$ cat src/inc/tag_state_pkg.sv
package tag_state_pkg;

  typedef enum logic [1:0] {
    ST_POWER_OFF = 2'b00,
    ST_READY     = 2'b01,
    ST_ID        = 2'b10,
    ST_DATA_EX   = 2'b11
  } tag_state_type;

  // Command identifiers presented by the frame decoder; values are internal.
  typedef enum logic [5:0] {
    CMD_GSEL_EQ        = 6'h00,
    CMD_GSEL_NE        = 6'h01,
    CMD_GSEL_GT        = 6'h02,
    CMD_GSEL_LT        = 6'h03,
    CMD_GSEL_EQ_FLAGS  = 6'h04,
    CMD_GSEL_NE_FLAGS  = 6'h05,
    CMD_GUNSEL_EQ      = 6'h06,
    CMD_GUNSEL_NE      = 6'h07,
    CMD_GUNSEL_GT      = 6'h08,
    CMD_GUNSEL_LT      = 6'h09,
    CMD_GUNSEL_EQ_FLAGS = 6'h0a,
    CMD_GUNSEL_NE_FLAGS = 6'h0b,
    CMD_MULTI_UNSEL    = 6'h0c,
    CMD_FAIL           = 6'h0d,
    CMD_SUCCESS        = 6'h0e,
    CMD_RESEND         = 6'h0f,
    CMD_INITIALIZE     = 6'h10,
    CMD_READ           = 6'h11,
    CMD_DATA_READ      = 6'h12,
    CMD_READ_VERIFY    = 6'h13,
    CMD_READ_VERIFY4   = 6'h14,
    CMD_WRITE          = 6'h15,
    CMD_WRITE4         = 6'h16,
    CMD_WRITE4_MULTI   = 6'h17,
    CMD_WRITE_MULTI    = 6'h18,
    CMD_LOCK           = 6'h19,
    CMD_QUERY_LOCK     = 6'h1a,
    CMD_FAIL_O         = 6'h1b,
    CMD_SUCCESS_O      = 6'h1c,
    CMD_DATA_READ_O    = 6'h1d,
    CMD_READ_FLAGS     = 6'h1e,
    CMD_READ_VARIABLE  = 6'h1f,
    CMD_READ_PORT      = 6'h20,
    CMD_READ_UNADDR    = 6'h21,
    CMD_RESEND_O       = 6'h22
  } tag_cmd_type;

  // Compare outcome of group commands.
  typedef enum logic [1:0] {
    CMP_EQ = 2'b00,
    CMP_GT = 2'b01,
    CMP_LT = 2'b10
  } cmp_type;

  localparam tag_state_type RST_STATE    = ST_POWER_OFF;
  localparam logic          RST_WRITE_OK = 1'b0;

endpackage : tag_state_pkg

$ cat src/design/tag_state_machine.sv
`timescale 1ns/1ps
module tag_state_machine
  import tag_state_pkg::*;
(
  input  wire logic          i_mclk,          // System clock, 50 MHz.
  input  wire logic          i_rst,           // Synchronous reset, high.
  input  wire logic          i_power_ok,      // Field/buffer sustains operation.
  input  wire logic          i_cmd_valid,     // One-cycle completed command.
  input  wire tag_cmd_type   i_cmd,           // Command identifier.
  input  wire cmp_type       i_cmp,           // Compare result of group data.
  input  wire logic          i_flag_set,      // Addressed flag is set.
  input  wire logic          i_id_match,      // Carried ID matches own ID.
  input  wire logic          i_write_done,    // Pulse: write or lock succeeded.
  output tag_state_type      o_state,         // Current tag state.
  output logic               o_write_ok,      // Last-write-succeeded flag.
  output logic               o_cmd_active,    // Pulse: command was active.
  output logic               o_respond        // Pulse: respond to command.
);

  typedef struct packed {
    tag_state_type state;
    logic          write_ok;
    logic          active;
    logic          respond;
  } regs_type;

  regs_type r_q, r_d;

  function automatic logic cond_true(input tag_cmd_type c, input cmp_type p,
                                     input logic f);
    begin
      case (c)
        CMD_GSEL_EQ, CMD_GUNSEL_EQ:             cond_true = (p == CMP_EQ);
        CMD_GSEL_NE, CMD_GUNSEL_NE:             cond_true = (p != CMP_EQ);
        CMD_GSEL_GT, CMD_GUNSEL_GT:             cond_true = (p == CMP_GT);
        CMD_GSEL_LT, CMD_GUNSEL_LT:             cond_true = (p == CMP_LT);
        CMD_GSEL_EQ_FLAGS, CMD_GUNSEL_EQ_FLAGS: cond_true = f;
        CMD_GSEL_NE_FLAGS, CMD_GUNSEL_NE_FLAGS: cond_true = !f;
        default:                                cond_true = 1'b0;
      endcase
    end
  endfunction : cond_true

  function automatic logic is_gsel(input tag_cmd_type c);
    is_gsel = (c inside {CMD_GSEL_EQ, CMD_GSEL_NE, CMD_GSEL_GT, CMD_GSEL_LT,
                         CMD_GSEL_EQ_FLAGS, CMD_GSEL_NE_FLAGS});
  endfunction : is_gsel

  function automatic logic is_addr(input tag_cmd_type c);
    is_addr = (c inside {CMD_READ, CMD_WRITE, CMD_WRITE4, CMD_QUERY_LOCK,
                         CMD_READ_FLAGS, CMD_READ_VARIABLE, CMD_READ_PORT});
  endfunction : is_addr

  always_comb begin
    logic act;
    act = 1'b0;
    r_d = r_q;
    r_d.state = r_q.state;
    if (i_write_done) begin
      r_d.write_ok = 1'b1;
    end
    if (i_cmd_valid) begin
      case (r_q.state)
        ST_READY: begin
          if (is_gsel(i_cmd)) begin
            act = 1'b1;
            if (cond_true(i_cmd, i_cmp, i_flag_set)) begin
              r_d.state = ST_ID;
            end
          end else if (is_addr(i_cmd)) begin
            act = 1'b1;
            if (i_id_match) begin
              r_d.state = ST_DATA_EX;
            end
          end else if (i_cmd == CMD_READ_VERIFY ||
                       i_cmd == CMD_READ_VERIFY4) begin
            act = 1'b1;
            if (i_id_match && r_q.write_ok) begin
              r_d.state = ST_DATA_EX;
            end
          end else if (i_cmd == CMD_READ_UNADDR) begin
            act = 1'b1;
            r_d.state = ST_DATA_EX;
          end else if (i_cmd == CMD_INITIALIZE) begin
            act = 1'b1;
            r_d.state = ST_READY;
          end
        end
        ST_ID: begin
          act = 1'b1;
          if (is_gsel(i_cmd)) begin
            r_d.state = ST_ID;
          end else if (i_cmd inside {CMD_GUNSEL_EQ, CMD_GUNSEL_NE,
                       CMD_GUNSEL_GT, CMD_GUNSEL_LT, CMD_GUNSEL_EQ_FLAGS,
                       CMD_GUNSEL_NE_FLAGS}) begin
            if (cond_true(i_cmd, i_cmp, i_flag_set)) begin
              r_d.state = ST_READY;
            end
          end else if (i_cmd == CMD_MULTI_UNSEL) begin
            if (i_cmp == CMP_EQ && r_q.write_ok) begin
              r_d.state = ST_READY;
            end
          end else if (i_cmd == CMD_INITIALIZE) begin
            r_d.state = ST_READY;
          end else if (is_addr(i_cmd) || i_cmd == CMD_DATA_READ ||
                       i_cmd == CMD_DATA_READ_O) begin
            if (i_id_match) begin
              r_d.state = ST_DATA_EX;
            end
          end else if (i_cmd == CMD_READ_VERIFY ||
                       i_cmd == CMD_READ_VERIFY4) begin
            if (i_id_match && r_q.write_ok) begin
              r_d.state = ST_DATA_EX;
            end
          end else if (i_cmd == CMD_READ_UNADDR) begin
            r_d.state = ST_DATA_EX;
          end else if (i_cmd inside {CMD_FAIL, CMD_SUCCESS, CMD_RESEND,
                       CMD_FAIL_O, CMD_SUCCESS_O, CMD_RESEND_O,
                       CMD_WRITE_MULTI, CMD_WRITE4_MULTI}) begin
            r_d.state = ST_ID;
          end else begin
            act = 1'b0;
          end
        end
        ST_DATA_EX: begin
          if (i_cmd == CMD_INITIALIZE) begin
            act = 1'b1;
            r_d.state = ST_READY;
          end else if (i_cmd inside {CMD_READ, CMD_DATA_READ,
                       CMD_READ_VERIFY, CMD_READ_VERIFY4, CMD_WRITE,
                       CMD_WRITE4, CMD_WRITE4_MULTI, CMD_WRITE_MULTI,
                       CMD_LOCK, CMD_QUERY_LOCK, CMD_READ_UNADDR,
                       CMD_DATA_READ_O, CMD_READ_FLAGS, CMD_READ_VARIABLE,
                       CMD_READ_PORT}) begin
            act = 1'b1;
            r_d.state = ST_DATA_EX;
          end
        end
        default: begin
          act = 1'b0;
        end
      endcase
      // Clearing only on an active command keeps the flag for the verify
      // that follows a write; a new write in the same cycle wins.
      if (act && !i_write_done) begin
        r_d.write_ok = 1'b0;
      end
    end
    r_d.active  = act;
    r_d.respond = act;
    if (r_q.state == ST_POWER_OFF && i_power_ok) begin
      r_d.state   = ST_READY;
    end
    if (!i_power_ok) begin
      r_d.state    = ST_POWER_OFF;
      r_d.write_ok = 1'b0;
      r_d.active   = 1'b0;
      r_d.respond  = 1'b0;
    end
  end

  always_ff @(posedge i_mclk) begin
    if (i_rst) begin
      r_q <= '{state: RST_STATE, write_ok: RST_WRITE_OK,
               active: 1'b0, respond: 1'b0};
    end else begin
      r_q <= r_d;
    end
  end

  assign o_state      = r_q.state;
  assign o_write_ok   = r_q.write_ok;
  assign o_cmd_active = r_q.active;
  assign o_respond    = r_q.respond;
endmodule : tag_state_machine

$ cat config.mk
export PLATFORM = sky130hd
export DESIGN_NAME = tag_state_machine
export DESIGN_NICKNAME = d
export VERILOG_FILES = /design/src/inc/tag_state_pkg.sv /design/src/design/tag_state_machine.sv
export SDC_FILE = /design/constraint.sdc
export NUM_CORES = 1
export LEC_CHECK = 0
export BUFFER_PORTS_ARGS = -buffer_cell sky130_fd_sc_hd__buf_4
export CAP_MARGIN = 20
export CORE_MARGIN = 5
export CORE_UTILIZATION = 47
export DETAILED_ROUTE_END_ITERATION = 16
export GPL_ROUTABILITY_DRIVEN = 0
export PLACE_DENSITY = 0.69
export SYNTH_ARGS = -nofsm -noshare
export SYNTH_HDL_FRONTEND = slang
export SYNTH_SLANG_ARGS = --single-unit
export TNS_END_PERCENT = 20
$ cat constraint.sdc
create_clock -name i_mclk -period 2.3 [get_ports i_mclk]
set_clock_uncertainty 0.05 [all_clocks]
set_input_delay 0 -clock i_mclk [delete_from_list [all_inputs] [get_ports i_mclk]]
set_output_delay 0 -clock i_mclk [all_outputs]
set_load 0.02 [all_outputs]
Word-level counts from Yosys, hierarchy flattened --
Index checks and enable logic that the tools add are counted.
Operators by class: equality and inequality tests 51, bitwise logic cells 2, reduce and logical (&&, ||, !) cells 32, mux-type cells 50
Operators by type and width (number):
- 6-bit by 5-bit equality test with 1-bit output, second input constant | 16
- 6-bit by 4-bit equality test with 1-bit output, second input constant | 8
- 2-bit 2-to-1 mux | 21
- 1-bit 2-to-1 mux | 26
- 6-bit by 3-bit equality test with 1-bit output, second input constant | 4
- 6-bit equality test, second input constant | 3
- 8-bit AND reduction | 2
- 15-bit nonzero test | 1
- 2-bit OR reduction | 7
- 6-bit by 2-bit equality test with 1-bit output, second input constant | 2
- 4-bit != test, second input constant | 3
- 6-bit != test, second input constant | 2
- 6-bit nonzero test | 2
- 10-bit != test, second input constant | 1
- 5-bit != test, second input constant | 2
- 9-bit != test, second input constant | 1
- 8-bit nonzero test | 1
- 7-bit != test, second input constant | 1
- 7-bit nonzero test | 1
- 2-bit equality test, second input constant | 3
- 6-bit by 1-bit equality test with 1-bit output, second input constant | 1
- 6-bit logical NOT | 1
- 3-bit != test, second input constant | 2
- 1-bit case mux with 6 select lines | 1
- 12 further kinds | 23
Word-level totals: flip-flop bits (word level) 4, bits of input ports 15, logic and storage cells 139

Logic depth before layout (Yosys ltp) --
word-level depth 16, mapped depth 8, mapped depth without buffers 7

Least setup slack after synthesis --
No wires, ideal clock.
path kind register to register, from reg r_q (netlist bit o_state[1]), to reg r_q (netlist bit o_state[0]), arrival 1.846 ns, buffers on the path 0, slack 0.285 ns, stages on the path, launching flop included 8, period minus slack after synthesis 2.015 ns, cell sequence dfxtp_1 -> inv_1 -> ha_1 -> o21ai_0 -> a32o_1 -> a211oi_2 -> nand3_1 -> o221a_1
On the way: cells in the longest elaborated chain, start to end 4, elaborated cells between the ends (all ways) 17, those cells by class 9 x eq/ne; 3 x mux; 5 x reduce/logical
Ends and longest elaborated chain:
- start: declaration | RTL line tag_state_machine.sv:27 | regs_type r_q, r_d;
- start signal: assignment | RTL line tag_state_machine.sv:164 | r_q <= '{state: RST_STATE, write_ok: RST_WRITE_OK,
- start signal: assignment | RTL line tag_state_machine.sv:167 | r_q <= r_d;
- 2-bit logical NOT, or another cell as far along | RTL line tag_state_machine.sv:151 | if (r_q.state == ST_POWER_OFF && i_power_ok) begin
- 1-bit logical AND or 2-bit case mux with 3 select lines (tied branches) | RTL line tag_state_machine.sv:151, tag_state_machine.sv:63
- 10-bit != test (no line), or another cell as far along
- 8-bit AND reduction (no line) or 1-bit 2-to-1 mux (tied branches)
Parallel ways exist; a longest one is shown, timed or not. The select of a mux whose other input is x is not followed. A chain may end at the register's enable or synchronous reset.

Final worst setup path --
Same ends and word-level chain as after synthesis.

==> impl_metrics.toml <==
[detailed_routing]
firstDrtPassIters = 4
drcViolationCount = 0
vias = 1261
antenna_left = 0
wl_per_cell_um = 15.5
routed_wl_um = 3080
via_per_inst = 6.34
drtIter0Drc = 42

[power_and_ir_drop]
p_int_w = 0.000205
total_leakage_power_nw = 0.514
pwr-share-clk_pct = 26.1
power.density_nw_per_um2 = 251
p_seq_share_pct = 22.3
p_comb_share_pct = 51.6
power.switching_w = 0.000126
p_total_w = 0.000331
p_sw_share_pct = 38.1
ir_drop_v = 0.000354

[critical_path]
worst_setup_path_end_kind = "flop"
path_max_fanout = 9
cp.arrival_ps = 2200
critPathLaunchType = "flop"
rrSetupSlack_ps = 170
path_class = "flop to flop"
cp_slowest_cell = "dfxtp_1"
crit_path_cell_trace = "inv_1 > ha_1 > o21ai_0 > a32o_1 > a211oi_2 > nand3_1 > o221a_1"
crit_path_max_incr_delay_ps = 520
worstPathRequired_ps = 2370

[global_route]
grt_pass1_vias = 1109
grt_pass1_wl_um = 5060
grt_max_degree = 29
overflow = 0
grtUsageTotal_pct = 18.1
antenna_found_initial = 0

[yosys]
ys_types = 54
ys_seq_area_share_pct = 7.09
yosys.area.top_type_share_pct = 8.86
synthCells = 155
ys_seq_elements = 4
synth_ff_type = "dfxtp_1"
syn_area_um2 = 1130
synthArstFlopShare_pct = 0
yosys-top-cells-count = "inv_1 (9), nor2_1 (9), ha_1 (8), nand2_1 (8), o21ai_0 (8)"
yosys_warnings = 0
synth-edff-count = 0
synth_area_leader_cell = "ha_1"
syn-num-nets = 178
avgSynthCellArea_um2 = 7.29
netlist_top_cells_area = "ha_1 (8.9%), dfxtp_1 (7.1%), a2111oi_0 (3.9%)"

[sta]
tightest_slew_ps = 626
period_needed_ps = 2130
hold_ws_ps = 14.4
clock.fmax_ghz = 0.469
hold_viol = 0
fin_setup_tns_ps = 0
rsz0062_at_grt = "false"
slew_headroom_pct = 57.2
slew_violations = 0
finalCritPeriodShare_pct = 92.6
setup_viol_count_final = 0

[cts]
path_clk_slew_ps = 40
clock_latency_ps = 230
cts.path.max_buffers = 2
cts.sinks = 4
htreeDepth = 1
cts_tree = "built"
root_buffer = "clkbuf_4"
cts_resized = 0
cts_buffers = 3

[placement]
hpwlAfterDp_um = 2260
dp.cells = 194
port_buffers = 19

[job]
drv_cap = 0

[cells_and_area]
regArea_um2 = 80.1
antenna_cells = 0
fin_cells = 199
syn2layout_area_growth_pct = 16.8
final_nets = 196
drive_gt1_share_pct = 21.1
multi_input_area_um2 = 948
fillers = 215

[floorplan]
start_util_pct = 50.1
die_width_um = 59.0
dieArea_um2 = 3480
rows = 17
ioPinCount = 20
die_y_um = 59.0
core_area_um2 = 2250

[worst_hold_path]
worstHoldPathType = "input port to flop"

[run_status]
outcome = "finished clean"
[layout by cell type, fill, tap and decap left out, types with 3 or more instances in the layout]
master,synthesis,final
a2111oi_0,5,5
nor3b_1,5,5
buf_4,1,24
nand2b_1,5,5
o221ai_1,3,3
nor2_1,9,9
nor3_1,3,3
nor2b_1,5,5
inv_1,9,9
a31oi_1,4,4
a21oi_1,7,7
nand3_1,4,4
nand3b_1,3,3
a211oi_1,5,5
nand2_1,8,8
o21ai_0,8,8
dfxtp_1,4,4
and3b_1,3,3
ha_1,8,8
clkbuf_4,0,3
[what timing repair did]
item	CTS	global route
hold buffers	2	0
setup buffers	0	0
endpoints found under the hold margin	2	0
[final cells by class]
cell class              count  area share, %
clock buffers               3           1.71
inverters                   9           2.56
multi-input cells         129           71.8
flip-flops and latches      4           6.07
well taps                  28           2.65
repair buffers             26           15.2
[critical path: cells and delay by family, from the launching register on]
| family | cells | cell delay (ps) |
|---|---|---|
| AOI/OAI and AO/OA | 4 | 820 |
| DFF | 1 | 520 |
| adders and majority gates | 1 | 330 |
| buffers and inverters | 1 | 190 |
| and+or+nand+nor | 1 | 110 |
[metal layers]
layer | track usage, % | vias to the layer above | routed length (µm)
met2 | 28.7 | 29 | 1420
met4 | 2.91 | 0 | 40
met1 | 25.6 | 597 | 1480
met3 | 3.70 | 4 | 148
met5 | 0 | - | 0
li1 | - | 631 | -
[kinds of logic (layout without fill, tap and decap cells)]
group           after synthesis  in the layout  synth area share (%)
buf+inv                      22             38                  8.97
flops                         4              4                  7.09
compound gates               56             56                  38.6
xor+xnor                      2              2                  1.55
fa+ha+maj                     8              8                  8.86
simple gates                 63             63                  34.9
[power by group through the flow]
stage	Clock (W)	Sequential, W	Combinational (W)
CTS	0.0000887	0.0000736	0.000168
global placement	0	0.0000747	0.000161
detailed placement	0	0.0000747	0.000165
finish	0.0000864	0.0000737	0.000171
global route	0.0000972	0.0000738	0.000185
floorplan	0	0.0000790	0.000110
[registers in the layout (all words and copies together) (netlist names)]
signal      flops
o_state         2
o_respond       1
o_write_ok      1
[final timing paths]
kind	startpoint	end	depth (start not counted)
max reg2reg	o_state[1]	o_state[0]	7
max	o_state[1]	o_state[0]	7
min reg2reg	o_state[0]	o_state[0]	2
min	i_power_ok	o_respond	2
[metrics by stage]
stage | cell area [µm²] | setup WS, ps | utilization, %
3_3_place_gp | 1280 | 271 | 56.7
2_1_floorplan | 1130 | 285 | -
6_report | 1320 | 170 | 58.5
3_5_place_dp | 1280 | 218 | 56.7
5_1_grt | 1320 | 31.1 | 58.5
4_1_cts | 1320 | 191 | 58.5
No activity file was read; power rests on OpenSTA's default activity.
